### src/common/tbi_consts.svh
// constants for the time base and interval timer block: register indices,
// field positions, reset values and timing counts.
// assumes a 100 MHz pclk and a 32.768 kHz sub-clock arriving on a pin.
//
// Functional notes
// - bit 3 set: timer a counts sub-clock prescaler
// - time base source is 32.768 kHz sub-clock
// - time base, select 100 holds counter reset
// - time base, select 001 overflows every 0.5 s
// - reload bit clear: timer c wraps freely
// - direction bits 00 make timer c count up
// - select 011 clocks timer c at phi/64
// - load register holds the timer c reload value
// - timer c overflow interval is 3.2768 ms
`ifndef TBI_CONSTS_SVH
`define TBI_CONSTS_SVH

// register indices; byte address is four times the index
`define TBI_IDX_TA_MODE 18'h0ffb0
`define TBI_IDX_TC_MODE 18'h0ffb4
`define TBI_IDX_TC_LOAD 18'h0ffb5
`define TBI_IDX_STATUS 18'h0ffb8
`define TBI_IDX_COUNT 18'h0ffb9

// timer a mode fields
`define TBI_TA_TB_BIT 3
`define TBI_TA_SEL_HI 2
`define TBI_TA_SEL_LO 0
`define TBI_TA_RESET_SEL 3'h4
`define TBI_TA_MODE_MASK 8'h0f

// timer c mode fields
`define TBI_TC_RELOAD_BIT 7
`define TBI_TC_DIR_HI 6
`define TBI_TC_DIR_LO 5
`define TBI_TC_SEL_HI 2
`define TBI_TC_SEL_LO 0
`define TBI_TC_MODE_MASK 8'he7

// status fields
`define TBI_ST_TA_OVF 0
`define TBI_ST_TC_OVF 1

// reset values
`define TBI_TA_MODE_RST 8'h00
`define TBI_TC_MODE_RST 8'h00
`define TBI_TC_LOAD_RST 8'h00

// timing: pclk, system clock phi, sub-clock
`define TBI_CLK_HZ 100000000
`define TBI_PHI_HZ 5000000
`define TBI_PHI_DIV (`TBI_CLK_HZ / `TBI_PHI_HZ)
`define TBI_SUB_HZ 32768
`define TBI_PSC_S_BITS 13
`define TBI_PSC_W_BITS 7

`endif

### src/common/tbi_pkg.sv
// types shared by the timer block files.
// assumes tbi_consts.svh supplies the numeric constants.
package tbi_pkg;
    // timer c count direction, from the two direction bits
    typedef enum logic [1:0] {
        TBI_DIR_UP = 2'b00,
        TBI_DIR_DOWN = 2'b01,
        TBI_DIR_UP_B = 2'b10,
        TBI_DIR_UP_C = 2'b11
    } tbi_dir_t;
endpackage

### src/common/tbi_psc_if.sv
// prescaler outputs passed from the prescaler module to the timers.
// assumes every signal is on pclk.
`timescale 1ns/1ps
interface tbi_psc_if;
    logic phi_tick; // one pclk per phi period
    logic [12:0] psc_s; // phi prescaler count
    logic sub_tick; // one pclk per sub-clock rising edge
    logic [6:0] psc_w; // sub-clock prescaler count
    modport src (output phi_tick, psc_s, sub_tick, psc_w);
    modport sink (input phi_tick, psc_s, sub_tick, psc_w);
endinterface

### src/verilog/tbi_prescaler.sv
// system clock and sub-clock prescalers for the timer block.
// assumes sub_clk_pin is asynchronous to pclk and much slower.
`timescale 1ns/1ps
`include "tbi_consts.svh"
module tbi_prescaler (
    input wire logic pclk, // 100 MHz clock
    input wire logic presetn, // async reset, active low
    input wire logic sub_clk_pin, // 32.768 kHz sub-clock pin
    tbi_psc_if.src psc // prescaler outputs
);
    localparam logic [4:0] PHI_LAST = 5'(`TBI_PHI_DIV - 1);

    logic [4:0] phi_cnt; // pclk cycles within one phi period
    logic sub_meta; // first synchroniser stage
    logic sub_sync; // second synchroniser stage
    logic sub_prev; // delayed copy for edge detect

    // phi derived from pclk so phi/64 keeps its real period
    always_ff @(posedge pclk or negedge presetn) begin
        if (!presetn) begin
            phi_cnt <= 5'h00;
            psc.phi_tick <= 1'b0;
        end else begin
            psc.phi_tick <= (phi_cnt == PHI_LAST);
            phi_cnt <= (phi_cnt == PHI_LAST) ? 5'h00 : phi_cnt + 5'h01;
        end
    end

    // prescaler s counts phi periods
    always_ff @(posedge pclk or negedge presetn) begin
        if (!presetn) begin
            psc.psc_s <= 13'h0000;
        end else if (psc.phi_tick) begin
            psc.psc_s <= psc.psc_s + 13'h0001;
        end
    end

    // two flops before anything looks at the pin
    always_ff @(posedge pclk or negedge presetn) begin
        if (!presetn) begin
            sub_meta <= 1'b0;
            sub_sync <= 1'b0;
            sub_prev <= 1'b0;
        end else begin
            sub_meta <= sub_clk_pin;
            sub_sync <= sub_meta;
            sub_prev <= sub_sync;
        end
    end

    // prescaler w counts sub-clock rising edges
    always_ff @(posedge pclk or negedge presetn) begin
        if (!presetn) begin
            psc.sub_tick <= 1'b0;
            psc.psc_w <= 7'h00;
        end else begin
            psc.sub_tick <= sub_sync & ~sub_prev;
            if (sub_sync & ~sub_prev) begin
                psc.psc_w <= psc.psc_w + 7'h01;
            end
        end
    end
endmodule

### src/verilog/tbi_top.sv
// time base timer a and interval timer c behind an apb slave.
// assumes an apb master on pclk and a 32.768 kHz sub-clock pin; the
// display digit sequencer sits outside and follows tc_ovf_pulse.
//
// Design decision made here: the APB slave port.
`timescale 1ns/1ps
`include "tbi_consts.svh"
module tbi_top (
    input wire logic pclk, // 100 MHz clock
    input wire logic presetn, // async reset, active low
    input wire logic psel, // apb select
    input wire logic penable, // apb access phase
    input wire logic pwrite, // apb direction, high for write
    input wire logic [19:0] paddr, // apb byte address
    input wire logic [31:0] pwdata, // apb write data
    input wire logic sub_clk_pin, // 32.768 kHz sub-clock
    output logic [31:0] prdata, // apb read data
    output logic pready, // apb ready
    output logic pslverr, // apb error, unmapped address
    output logic ta_ovf_flag, // timer a overflow flag, sticky
    output logic tc_ovf_flag, // timer c overflow flag, sticky
    output logic tc_ovf_pulse // one pclk per timer c overflow
);
    tbi_psc_if psc (); // prescaler outputs

    logic [7:0] timer_a_mode; // timer a mode register
    logic [7:0] timer_c_mode; // timer c mode register
    logic [7:0] timer_c_reload_value; // timer c load register
    logic [7:0] timer_a_counter; // timer a count
    logic [7:0] timer_c_counter; // timer c count
    logic ta_tick; // timer a count event
    logic tc_tick; // timer c count event
    logic ta_hold; // timer a held in reset
    logic ta_wrap; // timer a overflow this cycle
    logic tc_wrap; // timer c overflow or underflow this cycle
    logic tc_down; // timer c counting down
    logic [2:0] ta_sel; // timer a clock select field
    logic [2:0] tc_sel; // timer c clock select field
    logic acc; // apb access phase seen
    logic wr_now; // write taken this edge
    logic clr_ta; // software clears timer a flag
    logic clr_tc; // software clears timer c flag
    logic [31:0] next_rdata; // read mux
    logic next_err; // unmapped address

    // true when a free-running count has all low k bits set
    function automatic logic tap_hit(input logic [12:0] c,
                                     input logic [3:0] k);
        logic [12:0] mask;
        mask = 13'h1fff >> (4'd13 - k);
        return (c & mask) == mask;
    endfunction

    // register index decode, bits above the index must be zero
    function automatic logic reg_hit(input logic [19:0] a,
                                     input logic [17:0] idx);
        return a[19:2] == idx;
    endfunction

    // phi divider exponent for timer c clock select
    function automatic logic [3:0] tc_shift(input logic [2:0] s);
        logic [3:0] k;
        case (s)
            3'h0: k = 4'd13; // phi/8192
            3'h1: k = 4'd11; // phi/2048
            3'h2: k = 4'd9; // phi/512
            3'h3: k = 4'd6; // phi/64
            3'h4: k = 4'd4; // phi/16
            3'h5: k = 4'd2; // phi/4
            default: k = 4'd1; // phi/2
        endcase
        return k;
    endfunction

    tbi_prescaler u_psc (
        .pclk(pclk),
        .presetn(presetn),
        .sub_clk_pin(sub_clk_pin),
        .psc(psc)
    );

    assign ta_sel = timer_a_mode[`TBI_TA_SEL_HI:`TBI_TA_SEL_LO];
    assign tc_sel = timer_c_mode[`TBI_TC_SEL_HI:`TBI_TC_SEL_LO];

    // timer a source: sub-clock prescaler in time base mode
    always_comb begin
        ta_hold = 1'b0;
        if (timer_a_mode[`TBI_TA_TB_BIT]) begin
            // sel 000 -> 1 s, 001 -> 0.5 s, 010/011 faster
            ta_tick = psc.sub_tick &&
                tap_hit({6'h00, psc.psc_w}, 4'd7 - {2'b00, ta_sel[1:0]});
            // bit 2 stops and clears the time base
            ta_hold = (ta_sel == `TBI_TA_RESET_SEL) || ta_sel[2];
        end else begin
            // interval mode from phi, reuses the timer c taps
            ta_tick = psc.phi_tick && tap_hit(psc.psc_s, tc_shift(ta_sel));
        end
    end

    assign ta_wrap = ta_tick && !ta_hold && (timer_a_counter == 8'hff);

    // timer a counter
    always_ff @(posedge pclk or negedge presetn) begin
        if (!presetn) begin
            timer_a_counter <= 8'h00;
        end else if (ta_hold) begin
            timer_a_counter <= 8'h00;
        end else if (ta_tick) begin
            timer_a_counter <= timer_a_counter + 8'h01;
        end
    end

    // timer c source and direction
    assign tc_tick = psc.phi_tick && tap_hit(psc.psc_s, tc_shift(tc_sel));
    assign tc_down = tbi_pkg::tbi_dir_t'(timer_c_mode[`TBI_TC_DIR_HI:
        `TBI_TC_DIR_LO]) == tbi_pkg::TBI_DIR_DOWN;
    assign tc_wrap = tc_tick &&
        (tc_down ? (timer_c_counter == 8'h00) : (timer_c_counter == 8'hff));

    // timer c counter; reload replaces the wrap when enabled
    always_ff @(posedge pclk or negedge presetn) begin
        if (!presetn) begin
            timer_c_counter <= 8'h00;
        end else if (tc_wrap && timer_c_mode[`TBI_TC_RELOAD_BIT]) begin
            timer_c_counter <= timer_c_reload_value;
        end else if (tc_tick && tc_down) begin
            timer_c_counter <= timer_c_counter - 8'h01;
        end else if (tc_tick) begin
            timer_c_counter <= timer_c_counter + 8'h01;
        end
    end

    // overflow pulse paces the outside digit sequencer
    always_ff @(posedge pclk or negedge presetn) begin
        if (!presetn) begin
            tc_ovf_pulse <= 1'b0;
        end else begin
            tc_ovf_pulse <= tc_wrap;
        end
    end

    // apb: access phase waits one cycle, answer registered
    assign acc = psel && penable && !pready;
    assign wr_now = psel && penable && pready && pwrite && !pslverr;
    assign clr_ta = wr_now && reg_hit(paddr, `TBI_IDX_STATUS) &&
        pwdata[`TBI_ST_TA_OVF];
    assign clr_tc = wr_now && reg_hit(paddr, `TBI_IDX_STATUS) &&
        pwdata[`TBI_ST_TC_OVF];

    // sticky flags, a new overflow wins over a clear
    always_ff @(posedge pclk or negedge presetn) begin
        if (!presetn) begin
            ta_ovf_flag <= 1'b0;
            tc_ovf_flag <= 1'b0;
        end else begin
            ta_ovf_flag <= ta_wrap | (ta_ovf_flag & ~clr_ta);
            tc_ovf_flag <= tc_wrap | (tc_ovf_flag & ~clr_tc);
        end
    end

    // read mux and unmapped check, computed at the access cycle
    always_comb begin
        next_rdata = 32'h0000_0000;
        next_err = 1'b0;
        if (reg_hit(paddr, `TBI_IDX_TA_MODE)) begin
            next_rdata = {24'h00_0000, timer_a_mode};
        end else if (reg_hit(paddr, `TBI_IDX_TC_MODE)) begin
            next_rdata = {24'h00_0000, timer_c_mode};
        end else if (reg_hit(paddr, `TBI_IDX_TC_LOAD)) begin
            next_rdata = {24'h00_0000, timer_c_reload_value};
        end else if (reg_hit(paddr, `TBI_IDX_STATUS)) begin
            next_rdata = {30'h0000_0000, tc_ovf_flag, ta_ovf_flag};
        end else if (reg_hit(paddr, `TBI_IDX_COUNT)) begin
            next_rdata = {16'h0000, timer_c_counter, timer_a_counter};
        end else begin
            next_err = 1'b1; // unmapped: error, reads zero
        end
    end

    // answer flops; pready high for exactly one cycle
    always_ff @(posedge pclk or negedge presetn) begin
        if (!presetn) begin
            pready <= 1'b0;
            pslverr <= 1'b0;
            prdata <= 32'h0000_0000;
        end else begin
            pready <= acc;
            pslverr <= acc && next_err;
            if (acc && !pwrite) begin
                prdata <= next_rdata;
            end
        end
    end

    // mode and load registers, written at the completing edge
    always_ff @(posedge pclk or negedge presetn) begin
        if (!presetn) begin
            timer_a_mode <= `TBI_TA_MODE_RST;
            timer_c_mode <= `TBI_TC_MODE_RST;
            timer_c_reload_value <= `TBI_TC_LOAD_RST;
        end else if (wr_now) begin
            if (reg_hit(paddr, `TBI_IDX_TA_MODE)) begin
                timer_a_mode <= pwdata[7:0] & `TBI_TA_MODE_MASK;
            end
            if (reg_hit(paddr, `TBI_IDX_TC_MODE)) begin
                timer_c_mode <= pwdata[7:0] & `TBI_TC_MODE_MASK;
            end
            if (reg_hit(paddr, `TBI_IDX_TC_LOAD)) begin
                timer_c_reload_value <= pwdata[7:0];
            end
        end
    end
endmodule

### config.mk
export PLATFORM = sky130hd
export DESIGN_NAME = tbi_top
export DESIGN_NICKNAME = d
export VERILOG_FILES = /design/src/common/tbi_pkg.sv /design/src/common/tbi_psc_if.sv /design/src/verilog/tbi_prescaler.sv /design/src/verilog/tbi_top.sv
export VERILOG_INCLUDE_DIRS = /design/src /design/src/common
export SDC_FILE = /design/constraint.sdc
export NUM_CORES = 1
export LEC_CHECK = 0
export BUFFER_PORTS_ARGS = -buffer_cell sky130_fd_sc_hd__clkbuf_2
export CAP_MARGIN = 40
export CORE_ASPECT_RATIO = 1.4
export CORE_MARGIN = 1
export CORE_UTILIZATION = 40
export CTS_BUF_LIST = sky130_fd_sc_hd__clkbuf_16
export DETAILED_ROUTE_END_ITERATION = 10
export PLACE_DENSITY_LB_ADDON = 0.25
export RECOVER_POWER = 100
export SLEW_MARGIN = 20
export SYNTH_ARGS = -nofsm -noshare
export SYNTH_HDL_FRONTEND = slang
export SYNTH_SLANG_ARGS = --single-unit
### constraint.sdc
create_clock -name pclk -period 4.4 [get_ports pclk]
set_clock_uncertainty 0.1 [all_clocks]
set_input_delay 0.66 -clock pclk [delete_from_list [all_inputs] [get_ports pclk]]
set_output_delay 0.66 -clock pclk [all_outputs]
set_load 0.02 [all_outputs]
Word level (Yosys, flattened, before mapping)
Cells that the tools add are included.

operators by class
  add/sub/neg operators = 10
  eq/ne operators = 22
  shift-type cells = 3
  multiplexer cells = 22
  bitwise operators = 11
  reductions and logical operators = 31

operators with widths
  operator               count
  $eq 18x16->1 const B   5
  $mux 16                5
  $pmux 4 s6             2
  $mux 8                 5
  $eq 13x13->1           3
  $shr 13x4->13 const A  3
  $and 13x13->13         2
  $logic_and 1x1->1      18
  $add 8x1->8 const B    2
  $eq 8x8->1 const B     2
  $add 13x1->13 const B  1
  $and 7x13->13          1
  $eq 3x2->1 const B     4
  $eq 3x3->1 const B     4
  $sub 4x4->4 const A    3
  $logic_not 8->1        1
  $mux 1                 8
  $sub 8x1->8 const B    1
  $add 7x1->7 const B    1
  $eq 3x1->1 const B     2
  $logic_not 3->1        2
  $reduce_and 2->1       3
  $add 5x1->5 const B    1
  $eq 5x5->1 const B     1
  11 further kinds       19

storage, ports and cells
  flip-flop bits (word level) = 101
  input port bits = 58
  output and inout bits = 37
  word-level logic and storage cells = 118

Depth between registers and ports, before layout
Gate-level depths: netlist (run 1).

  depth after elaboration = 12
  mapped depth = 21
  gate-level depth less buffers = 19

Cells and area by module
From an unflattened synthesis (run 1), not the netlist that was laid out.

unflattened totals
  cell total of the unflattened synthesis = 487
  area total of the unflattened synthesis = 4818.4 um^2

modules (own cells, without submodules)
  module         times used  cells an instance  area each (um^2)  sequential area each (um^2)
  tbi_top        1           395                3619.7            1376.3
  tbi_prescaler  1           92                 1198.6            750.7

Worst setup path before layout (run 1)
OpenSTA, ideal clock, no wires.

  path kind = reg2reg
  start = register timer_c_mode[2]
  end = register timer_c_counter[7]
  library setup time = 0.121 ns
  arrival = 4.102 ns
  path slack = 0.077 ns
  stages on the path, launching flop included = 21
  buffers on the path = 2
  clock period less this slack = 4.323 ns
  cells stage by stage = dfrtp_1 nor2b_1 nor2_1 a21oi_1 ha_1 clkbuf_1 o21ai_0 a221oi_1 o32ai_1 or4_1 buf_2 nand2b_1 inv_1 ha_1 a21o_1 a211oi_1 nor2_1 o41a_1 xnor2_1 o22a_1 o22a_1

between the ends
  cells in the longest elaborated chain, start to end = 10
  elaborated cells on any way between the ends = 18
  those cells by class = 1 x add/sub; 6 x eq/ne; 1 x shift; 3 x mux; 1 x bitwise; 6 x reduce/logical

ends and longest elaborated chain
  element                                             line                            RTL
  start, declared                                     tbi_top.sv:27                   logic [7:0] timer_c_mode;
  start signal, assigned                              tbi_top.sv:199                  timer_c_mode <= `TBI_TC_MODE_RST;
  start signal, assigned                              tbi_top.sv:206                  timer_c_mode <= pwdata[7:0] & `TBI_TC_MODE_MASK;
  $eq 3x3->1, or another cell as far along            tbi_top.sv:63                   case (s)
  $pmux 4 s6 *                                        tbi_top.sv:63
  $sub 4x4->4 *                                       tbi_top.sv:50                   mask = 13'h1fff >> (4'd13 - k);
  $shr 13x4->13 *                                     tbi_top.sv:50
  $and 13x13->13                                      tbi_top.sv:51                   return (c & mask) == mask;
  $eq 13x13->1 *                                      tbi_top.sv:51
  $logic_and 1x1->1 *                                 tbi_top.sv:114                  assign tc_tick = psc.phi_tick && tap_hit(psc.psc_s, tc_shift(tc_sel));
  $logic_and 1x1->1 (on tied branches)                tbi_top.sv:126, tbi_top.sv:117
  $mux 8 / $logic_and 1x1->1 (equally long branches)  tbi_top.sv:126, tbi_top.sv:124
  $mux 8 / $reduce_bool 3->1 (equally long branches)  n/a
  end signal, assigned                                tbi_top.sv:125                  timer_c_counter <= timer_c_reload_value;
  end signal, assigned                                tbi_top.sv:127                  timer_c_counter <= timer_c_counter - 8'h01;
  end signal, assigned                                tbi_top.sv:129                  timer_c_counter <= timer_c_counter + 8'h01;
  end, declared                                       tbi_top.sv:30                   logic [7:0] timer_c_counter;

Mark *: on every way between the ends. The rest lies on a longest branch, timed or not.
A chain may end at the register's enable or synchronous reset.

Worst setup path after layout (run 1)
Same ends and word-level chain as after synthesis.

==> metrics.md, run 1 <==
| Metric | Value |
|---|---|
| Leakage power total | 2.450 nW |
| Via density | 5.498 |
| CP arrival | 4340 ps |
| Root buffer cell | clkbuf_16 |
| First-pass GRT wire length | 17.67 mm |
| VDD IR max | 162.7 µV |
| Clk Latency, worst-skew pair | 340 ps |
| Internal power | 0.001286 W |
| 1st-pass router iterations | 5 |
| Delay-heaviest family, CP | compound AO/OA/AOI/OAI gates |
| Slowest cell on crit path | or4_4 |
| Antenna viol nets, final | 0 |
| CP startpoint | timer_c_mode[2]$_DFFE_PN0P_ |
| Seq pwr share | 49.6% |
| Adder-cell share of the synthesized area | 4.110% |
| Compound-Gate Fraction of Synth Area | 16.54% |
| Die ar. | 0.01232 mm² |
| Vias in the first global route | 3511 |
| CTS clk-pin slew, worst paths | 60 ps |
| Routed wire length | 11.08 mm |
| Post-route minimum period | 4214 ps |
| CTS tree | built |
| Setup crit end kind | flop |
| Sink Count | 85 |
| Nets@finish | 607 |
| Final Wtd Congestion | 0.9331 |
| Initial DRC count | 210 |
| Hold buffers post-CTS | 0 |
| Pins Over Slew Limit | 53 |
| Asr flop ratio synth | 100.0% |
| Most frequent cells in the layout | dfrtp_1, nand2_1, nor2_1, clkbuf_2, clkbuf_1 |
| Worst path bufs/invs | 2 |
| Sequential share of the synthesized area | 44.78% |
| WP data required | 4530 ps |
| Die Wd | 94.10 µm |
| Crit path cell chain | buf_4, a21boi_0, ha_2, nor3b_1, a21oi_1, o21ai_0, o32ai_1, or4_4, nand2b_4, inv_2, ha_1, a21o_1, a211oi_1, nor2_1, o41a_1, xnor2_2, o22a_1, o22a_1 |
| Actual slew at the worst max-slew pin | 2781 ps |
| Post-route DRC | 0 |
| Mux cell area share after synthesis | 6.375% |
| Die H | 130.9 µm |
| Clock power frac | 44.3% |
| Failing checks | max-capacitance violations, max-slew violations |
| Number of enable flip-flop cells after synthesis | 0 |
| Core area | 0.01145 mm² |
| Total track usage | 18.85% |
| Main flop type after synthesis | dfrtp_1 |
| Post-synth cell types | 56 |
| RSZ-0062 raised after global routing | false |
| Post-Synth Simple-Gate Area | 16.73% |
| Combinational power share | 6.1% |
| Max Fclk | 237.3 MHz |
| Ratio of cells with drive above 1 in the final layout | 15.58% |
| R2r startpoint | timer_c_mode[2]$_DFFE_PN0P_ |
| Maxcap violations | 1 |
| Hold Crit Class | flop to flop |
| Most common cell after layout, fill and taps aside | dfrtp_1 |
| Largest family of logic cells by synthesized area | simple AND/OR/NAND/NOR gates |
| YS warnings | 0 |
| # setup viols final | 0 |
| Power Dens Cells | 311.7 mW/mm² |
| Largest net degree at the start of global routing | 53 |
| CTS Buf Count | 9 |
| Final hold slack | 250.8 ps |
| Post-Syn Instances | 485 |
| Crit Path Category | flop to flop |
| Setup Total Neg Slack | 0 ps |
| HPWL after detailed placement | 8.143 mm |
| Sw Share | 23.63% |
| Final core utilization | 47.18% |
| Row count | 46 |
| Initial core utilization | 41.47% |
| Io pins | 95 |
| Worst-path fanout max | 6 |
| Initial antenna violation count | 0 |
| Outcome | finished with violations |
| WL per Instance | 16.22 µm |
| Relative slew slack | -85.42% |
| Depth of the CTS H-tree | 3 |
| Post-synthesis register bit count | 85 |
| CP max stage delay | 530 ps |
| Setup crit start kind | flop |
| Synthesis-to-layout area growth | 13.78% |
| Post-Synth XOR/XNOR Area | 5.163% |
| Post-Syn Area per Cell | 9.793 µm² |
| Final Cycle Share | 95.78% |
| Netlist Area Pre-Place | 0.004750 mm² |
| Hold Vio Cnt, Final | 0 |
| Port bufs | 52 |
| GRT overflow | 0 |
| Clock Tree Buf Depth | 2 |
| Most frequent CP cell | o22a_1 |
| NetSw | 0.0003981 W |
| Min-delay src | u_psc.sub_meta$_DFF_PN0_ |
| Antenna cell count | 0 |
| Vias | 3755 |
## worst register-to-register path: stages (launching register included)
cell and delay (ps):
dfrtp_1 390, buf_4 160, a21boi_0 200, ha_2 350, nor3b_1 190, a21oi_1 60
o21ai_0 170, o32ai_1 100, or4_4 530, nand2b_4 180, inv_2 80, ha_1 220
a21o_1 190, a211oi_1 220, nor2_1 90, o41a_1 350, xnor2_2 150, o22a_1 190
o22a_1 170
## power by group through the flow
stage | sequential, W | combinational [W] | clock [W]
4_1_cts | 0.000835 | 0.000106 | 0.000767
2_1_floorplan | 0.000846 | 0.0000728 | 0
3_5_place_dp | 0.000849 | 0.000105 | 0
5_1_grt | 0.000839 | 0.000117 | 0.000802
6_report | 0.000836 | 0.000103 | 0.000746
3_3_place_gp | 0.000848 | 0.000103 | 0
## cell families after synthesis
kind of cell               count (synthesis)
AOI/OAI and AO/OA                        115
xor gates and xnor gates                  28
adders and majority gates                 15
buffers and inverters                     57
DFF                                       85
muxes                                     28
other                                      1
and+or+nand+nor                          156
## synth_stat cells (all sizes together), types with 2 or more instances
library cell,instances,area (µm²)
o31ai,10,75.07
buf,26,178.9
a21boi,2,15.02
o22a,2,17.52
clkbuf,14,52.55
ha,14,175.2
and3,4,25.02
a21oi,26,130.1
and2,4,25.02
or4,3,22.52
nand3b,2,15.01
a22oi,5,37.54
nand2b,10,62.56
mux2i,10,100.1
a31oi,5,31.28
nor2,31,116.4
o21ai,26,130.1
nand4,8,50.05
a22o,15,131.4
nand4b,3,26.28
xnor2,19,166.4
nor3b,3,22.52
nand3,13,65.06
nor3,14,70.07
nor4,6,37.54
o21a,2,15.01
or3,5,31.28
a21o,6,45.04
nand2,37,138.9
a211oi,2,15.01
mux2,18,202.7
xor2,9,78.83
inv,17,63.81
o21bai,2,15.01
dfrtp,85,2127
o311ai,2,17.52
a221oi,2,23.77
nor2b,11,68.82
## worst paths after layout
| path | to | slack (ps) | depth (start not counted) |
|---|---|---|---|
| worst max-delay path | timer_c_counter[7]$_DFFE_PN0P_ | 190 | 18 |
| max in group asynchronous | prdata[0]$_DFFE_PN0P_ | 1080 | 2 |
| worst min register to register | u_psc.sub_sync$_DFF_PN0_ | 250 | 0 |
| worst min-delay path | u_psc.sub_sync$_DFF_PN0_ | 250 | 0 |
| min in group asynchronous | u_psc.psc.psc_s[3]$_DFFE_PN0P_ | 1110 | 1 |
| worst max register to register | timer_c_counter[7]$_DFFE_PN0P_ | 190 | 18 |
## registers in the layout (all words and copies together) (netlist names)
register	cells
prdata	16
pready	1
pslverr	1
ta_ovf_flag	1
tc_ovf_flag	1
tc_ovf_pulse	1
timer_a_counter	8
timer_a_mode	4
timer_c_counter	8
timer_c_mode	6
timer_c_reload_value	8
u_psc.phi_cnt	5
u_psc.psc.phi_tick	1
u_psc.psc.psc_s	13
u_psc.psc.psc_w	7
u_psc.psc.sub_tick	1
u_psc.sub_meta	1
u_psc.sub_prev	1
u_psc.sub_sync	1
## final cells by class
| cell class | count | area, µm² |
|---|---|---|
| clock buffers | 9 | 225.2 |
| clock inverters | 7 | 67.56 |
| inverters | 17 | 63.81 |
| multi-input cells | 358 | 2437 |
| fillers | 1121 | 6050 |
| well taps | 144 | 180.2 |
| flip-flops and latches | 85 | 2127 |
| repair buffers | 63 | 302.8 |
## stage by stage
| step | worst slack (ps) | area (µm²) | instances | power (W) |
|---|---|---|---|---|
| after floorplan | 76.70 | 4806 | 500 | 0.0009185 |
| after global placement | 97.31 | 5092 | 666 | 0.0009509 |
| after detailed placement | 31.22 | 5092 | 666 | 0.0009547 |
| after CTS | 40.53 | 5393 | 682 | 0.001707 |
| after global routing | 2.124 | 5404 | 683 | 0.001758 |
| final | 185.8 | 5404 | 683 | 0.001684 |
## per-layer routing
layer,global-route usage (%),up-vias,part of all wire (%)
li1,-,1809,-
met1,22.29,1853,42
met2,34.01,80,54
met3,3.819,13,3.2
met4,6.063,0,1.4
met5,0,-,0
## what timing repair did
item,CTS,global route
buffers inserted,0,1
resized for setup,3,11
endpoints found under the setup margin,1,2
pin swaps,0,2
Power figures use the tool's default switching activity.
==> inputs of run 2 (changes only) <==
--- a/config.mk
+++ b/config.mk
@@ -13,6 +13,7 @@
 export CORE_UTILIZATION = 40
 export CTS_BUF_LIST = sky130_fd_sc_hd__clkbuf_16
 export DETAILED_ROUTE_END_ITERATION = 10
+export GPL_TIMING_DRIVEN = 0
 export PLACE_DENSITY_LB_ADDON = 0.25
 export RECOVER_POWER = 100
 export SLEW_MARGIN = 20
==> constraint.sdc (replaced) <==
create_clock -name pclk -period 4.95 [get_ports pclk]
set_clock_uncertainty 0.1 [all_clocks]
set_input_delay 0.7425 -clock pclk [delete_from_list [all_inputs] [get_ports pclk]]
set_output_delay 0.7425 -clock pclk [all_outputs]
set_load 0.02 [all_outputs]
==> run 2 against run 1 <==
  * The flow still finishes with violations (max-capacitance violations, max-slew violations)
  * Worst hold slack improved by 2.7 ps
  * Count of clock-buffer cells in the layout unchanged
  * Global-route usage increased by 0.51 points
  * Fmax is 8.2% lower
  * Critical path depth increased by 1
  * Largest cell class unchanged
  * Largest power group unchanged
==> metrics.md, run 2 (synthesis gave the netlist of run 1 again) <==
| Metric | Value |
|---|---|
| Outcome | finished with violations |
| Failing checks | max-capacitance violations, max-slew violations |
| Via density | 5.456 |
| Leakage power total | 2.513 nW |
| Clock Tree Buf Depth | 2 |
| CP arrival | 4720 ps |
| Reg2reg path depth | 19 |
| Hold Crit Class | flop to flop |
| # setup viols final | 0 |
| Root buffer cell | clkbuf_16 |
| CTS tree | built |
| Initial antenna violation count | 0 |
| Row count | 46 |
| Nets@finish | 636 |
| GRT overflow | 0 |
| Final hold slack | 253.4 ps |
| Crit path cell chain | nor2b_4, nor2_1, a21oi_2, ha_2, o21bai_1, a2111oi_2, a31oi_1, or4_1, buf_2, nand2b_1, clkinv_1, ha_1, a21o_1, a211oi_1, nor2_1, o41a_1, xnor2_1, o22a_1, o22a_1 |
| Worst-path fanout max | 10 |
| Initial core utilization | 41.47% |
| Fin cells | 712 |
| VDD IR max | 148.6 µV |
| Clk Latency, worst-skew pair | 340 ps |
| WP data required | 5080 ps |
| CTS clk-pin slew, worst paths | 70 ps |
| Top reg by flops | prdata |
| Vias in the first global route | 3744 |
| WL per Instance | 15.81 µm |
| Vias | 3885 |
| Relative slew slack | -40.99% |
| Pins Over Slew Limit | 86 |
| Die Wd | 94.10 µm |
| Final core utilization | 48.19% |
| Antenna cell count | 0 |
| Post-route DRC | 0 |
| Port bufs | 51 |
| Initial DRC count | 190 |
| Final Cycle Share | 92.74% |
| Most frequent cells in the layout | dfrtp_1, clkbuf_1, nand2_1, nor2_1, clkbuf_2 |
| Final worst-path setup slack | 359.2 ps |
| First-pass GRT wire length | 18.35 mm |
| Ratio of cells with drive above 1 in the final layout | 16.73% |
| CTS Buf Count | 9 |
| Sink Count | 85 |
| Total track usage | 19.36% |
| Pre-CTS setup slack | -12.85 ps |
| Placed cell count | 695 |
| Setup crit start kind | flop |
| Core area | 0.01145 mm² |
| Max Fclk | 217.8 MHz |
| Final Wtd Congestion | 0.8404 |
| RSZ-0062 raised after global routing | false |
| Post-route minimum period | 4591 ps |
| Die H | 130.9 µm |
| CP max stage delay | 480 ps |
| Synthesis-to-layout area growth | 16.20% |
| Maxcap violations | 1 |
| Die ar. | 0.01232 mm² |
| HPWL after detailed placement | 8.319 mm |
| Largest net degree at the start of global routing | 86 |
| Hold Crit Depth | 0 |
| Max reg flops | 16 |
| Biggest regs | prdata x16, u_psc.psc.psc_s x13 |
| Most common cell after layout, fill and taps aside | dfrtp_1 |
| Actual slew at the worst max-slew pin | 2115 ps |
| Hold buffers post-CTS | 0 |
| Setup crit end kind | flop |
| Depth of the CTS H-tree | 3 |
| 1st-pass router iterations | 4 |
| Io pins | 95 |
| Hold Vio Cnt, Final | 0 |
| Routed wire length | 11.26 mm |
| Slowest cell on crit path | or4_1 |
| Power Dens Cells | 267.0 mW/mm² |
| Crit Path Category | flop to flop |
| Antenna viol nets, final | 0 |
## run 2: cell count changes in the layout (fill, tap and decap cells not counted), sizes merged
cell | before | now
buf | 8 | 22
bufinv | 1 | 0
clkbuf | 64 | 79
clkinv | 2 | 5
clkinvlp | 1 | 2
inv | 20 | 17
## run 2: critical path, delay by kind of cell, from the launching register on
family / cells / cell delay, ps
XOR/XNOR: 1 / 150
buffers and inverters: 2 / 310
AO/OA/AOI/OAI: 9 / 1940
AND/OR/NAND/NOR: 5 / 1020
adder cells (fa/ha/maj): 2 / 530
flip-flops: 1 / 440
## run 2: where the power goes
group / switching [W] / internal (W)
registers: 0.0000226 / 0.000720
clock network: 0.000286 / 0.000341
logic: 0.0000601 / 0.0000442
## run 2: routing by layer
metal	share of wire, %	track usage [%]
met4	2.7	9.050
met5	0	0
met1	41	22.71
met3	3.9	3.414
met2	53	34.18
## run 2: cell type report
type | instances | area, µm²
Multi-Input combinational cell | 358 | 2404
Clock buffer | 9 | 225.2
Buffer | 39 | 224.0
Tap cell | 144 | 180.2
Inverter | 17 | 63.81
Fill cell | 1097 | 5934
Timing Repair Buffer | 53 | 244.0
Sequential cell | 85 | 2128
Clock inverter | 7 | 50.05
## run 2: worst paths after layout
check                                             from                              to  slack, ps
setup / recovery           timer_c_mode[2]$_DFFE_PN0P_  timer_c_counter[7]$_DFFE_PN0P_        360
hold / removal                u_psc.sub_meta$_DFF_PN0_        u_psc.sub_sync$_DFF_PN0_        250
setup reg to reg           timer_c_mode[2]$_DFFE_PN0P_  timer_c_counter[7]$_DFFE_PN0P_        360
hold reg to reg               u_psc.sub_meta$_DFF_PN0_        u_psc.sub_sync$_DFF_PN0_        250
max in group asynchronous                      presetn     timer_c_mode[1]$_DFFE_PN0P_       2450
min in group asynchronous                      presetn  u_psc.psc.psc_s[3]$_DFFE_PN0P_        900
## run 2: stage by stage
| stage | TNS [ps] | total power (W) | cell area, µm² |
|---|---|---|---|
| floorplan | 0 | 0.0008165 | 4806 |
| global placement | 0 | 0.0008568 | 5241 |
| detailed placement | -12.85 | 0.0008615 | 5250 |
| CTS | 0 | 0.001491 | 5528 |
| global route | 0 | 0.001539 | 5519 |
| finish | 0 | 0.001474 | 5519 |
## run 2: what timing repair did
item | in CTS | in global routing
gates cloned | 0 | 0
setup endpoints to repair | 1 | 3
gates resized for setup | 1 | 11
setup buffers | 0 | 2
==> inputs of run 3 (changes only) <==
--- a/config.mk
+++ b/config.mk
@@ -19,4 +19,5 @@
 export SLEW_MARGIN = 20
 export SYNTH_ARGS = -nofsm -noshare
 export SYNTH_HDL_FRONTEND = slang
+export SYNTH_HIERARCHICAL = 1
 export SYNTH_SLANG_ARGS = --single-unit
==> run 3 against run 2 <==
  * The run still ends with max-capacitance violations, max-slew violations left
  * Clock power grew 3.5%
  * Combinational power about the same
  * Cell count rose by 0.84%
  * Register-to-register slack better by 30 ps
  * Global-route usage shrank 0.38 points
  * Count of clock-buffer cells in the layout unchanged
  * Sequential cell count unchanged
  * Sequential power is 0.5% higher
  * Wire length shrank 2.9%
  * Non-clock buffer count grew 3
  * Utilization is 0.87 points lower
  * Die area is 1.4% higher
==> metrics.md, run 3 <==
| Metric | Value |
|---|---|
| Placed cell count | 701 |
| Hold Crit Class | flop to flop |
| Number of enable flip-flop cells after synthesis | 0 |
| CP arrival | 4750 ps |
| Setup Total Neg Slack | 0 ps |
| HPWL after detailed placement | 8.059 mm |
| Most common cell after layout, fill and taps aside | dfrtp_1 |
| Hold Vio Cnt, Final | 0 |
| Dpl cell area | 0.005328 mm² |
| Root buffer cell | clkbuf_16 |
| Io pins | 95 |
| Sequential share of the synthesized area | 44.14% |
| Relative slew slack | -40.15% |
| CTS clk-pin slew, worst paths | 70 ps |
| Most frequent cells in the layout | dfrtp_1, nand2_1, clkbuf_1, o21ai_0, clkbuf_2 |
| Power Dens Cells | 268.9 mW/mm² |
| Asr flop ratio synth | 100.0% |
| Nets@finish | 640 |
| Hold buffers post-CTS | 0 |
| Commonest cells post-synth | dfrtp_1, nand2_1, o21ai_0 |
| Via density | 5.364 |
| Leakage power total | 2.555 nW |
| Register Area | 0.002127 mm² |
| Maxcap violations | 1 |
| Initial DRC count | 238 |
| Total track usage | 18.98% |
| Depth of the CTS H-tree | 3 |
| Post-Syn Instances | 487 |
| Pins Over Slew Limit | 86 |
| Outcome | finished with violations |
| GRT overflow | 0 |
| Failing checks | max-capacitance violations, max-slew violations |
| Vias in the first global route | 3816 |
| Vias | 3851 |
| Synth area leader | dfrtp_1 |
| Final Cycle Share | 92.14% |
| Max Fclk | 219.2 MHz |
| Sink Count | 85 |
| Final worst-path setup slack | 389.0 ps |
| Final hold slack | 248.3 ps |
| First-pass GRT wire length | 18.73 mm |
| YS warnings | 6 |
| Clock Tree Buf Depth | 2 |
| Antenna viol nets, final | 0 |
| Synthesis-to-layout area growth | 15.50% |
| Netlist Area Pre-Place | 0.004818 mm² |
| Area of the multi-input gates | 0.002445 mm² |
| Largest net degree at the start of global routing | 86 |
| WL per Instance | 15.23 µm |
| Crit Path Category | flop to flop |
| Area contributors post-synth | dfrtp_1, mux2_2, xnor2_1 |
| FILL cells | 1132 |
| VDD IR max | 176.9 µV |
| Clk Latency, worst-skew pair | 340 ps |
| Post-synthesis register bit count | 85 |
| WP data required | 5140 ps |
| Post-route cell area | 0.005565 mm² |
| Core area | 0.01176 mm² |
| Die H | 131.9 µm |
| Actual slew at the worst max-slew pin | 2102 ps |
| CTS tree | built |
| Main flop type after synthesis | dfrtp_1 |
| Antenna cell count | 0 |
| Row count | 47 |
| Post-route DRC | 0 |
| Post-route minimum period | 4561 ps |
| Post-Syn Area per Cell | 9.894 µm² |
| Die ar. | 0.01250 mm² |
| Fin cells | 718 |
| Share of the synthesized area in the top cell type | 44.14% |
| Initial core utilization | 40.97% |
| Setup crit start kind | flop |
| Final Wtd Congestion | 0.8190 |
| CTS Buf Count | 9 |
| Pre-CTS setup slack | 110.3 ps |
| Top reg by flops | prdata |
| Biggest regs | prdata x16, u_psc/psc.psc_s x13 |
| Most frequent cell after synthesis | dfrtp_1 |
| Max reg flops | 16 |
| Worst-path fanout max | 10 |
| Setup crit end kind | flop |
| 1st-pass router iterations | 4 |
| Port bufs | 51 |
| Routed wire length | 10.94 mm |
| Post-synth cell types | 62 |
| # setup viols final | 0 |
| Ratio of cells with drive above 1 in the final layout | 16.64% |
| Die Wd | 94.76 µm |
| Initial antenna violation count | 0 |
## run 3: repair_timing
item                       in CTS  in global routing
resized for setup               0                  4
buffers inserted                0                  2
setup endpoints to repair       0                  4
## run 3: critical path, stage by stage (launching register included)
cell      delay [ps]
dfrtp_1          320
buf_2            200
inv_1             90
nand3_1           90
o21ai_0          160
ha_2             430
o21ai_0          110
a221oi_1         250
a21oi_1           90
or4b_2           630
clkbuf_1         230
nand2b_1         240
inv_2            140
ha_1             240
a21oi_1          200
o211ai_1         190
o41ai_2          270
xnor2_1          190
nor2_1            80
o21bai_1         140
o21a_1           130
## run 3: per-stage QoR
step                utilization (%)  total power, W
floorplan                         -       0.0008193
global placement              45.18       0.0008595
detailed placement            45.30       0.0008646
CTS                           47.73        0.001513
global route                  47.32        0.001555
finish                        47.32        0.001497
## run 3: final cells by class
cell class	count	area share (%)
plain buffers	41	4.069
clock buffers	9	4.047
clock inverters	7	1.102
inverters	13	0.8768
multi-input cells	362	43.93
flip-flops and latches	85	38.22
well taps	147	3.305
repair buffers	54	4.451
## run 3: report_power, final
part           switching [W]  internal, W
registers          0.0000266     0.000719
logic              0.0000576    0.0000443
clock network       0.000302     0.000346
## run 3: worst paths after layout
check                                            startpoint                             end  slack, ps  cells past startpoint
worst max-delay path            timer_c_mode[2]$_DFFE_PN0P_  timer_c_counter[7]$_DFFE_PN0P_        390                     20
worst min-delay path               u_psc/sub_meta$_DFF_PN0_        u_psc/sub_sync$_DFF_PN0_        250                      0
worst max register to register  timer_c_mode[2]$_DFFE_PN0P_  timer_c_counter[7]$_DFFE_PN0P_        390                     20
worst min register to register     u_psc/sub_meta$_DFF_PN0_        u_psc/sub_sync$_DFF_PN0_        250                      0
max in group asynchronous                           presetn  u_psc/psc.psc_s[9]$_DFFE_PN0P_       2600                      1
min in group asynchronous                           presetn          prdata[15]$_DFFE_PN0P_        900                      1
## run 3: logic make-up after synthesis
kind of cell	synth area share, %
muxes	6.570
and+or+nand+nor	18.10
AOI/OAI and AO/OA	15.27
other	0.07783
buffers and inverters	6.076
xor gates and xnor gates	5.453
adders and majority gates	4.311
DFF	44.14
## run 3: metal layers
metal | global-route usage, % | vias to the layer above | wire, µm | share of wire [%]
met5 | 0 | - | 0 | 0
met4 | 6.734 | 0 | 174 | 1.6
met3 | 3.287 | 13 | 296 | 2.7
met2 | 32.33 | 67 | 5775 | 53
met1 | 23.80 | 1887 | 4692 | 43
li1 | - | 1884 | - | -
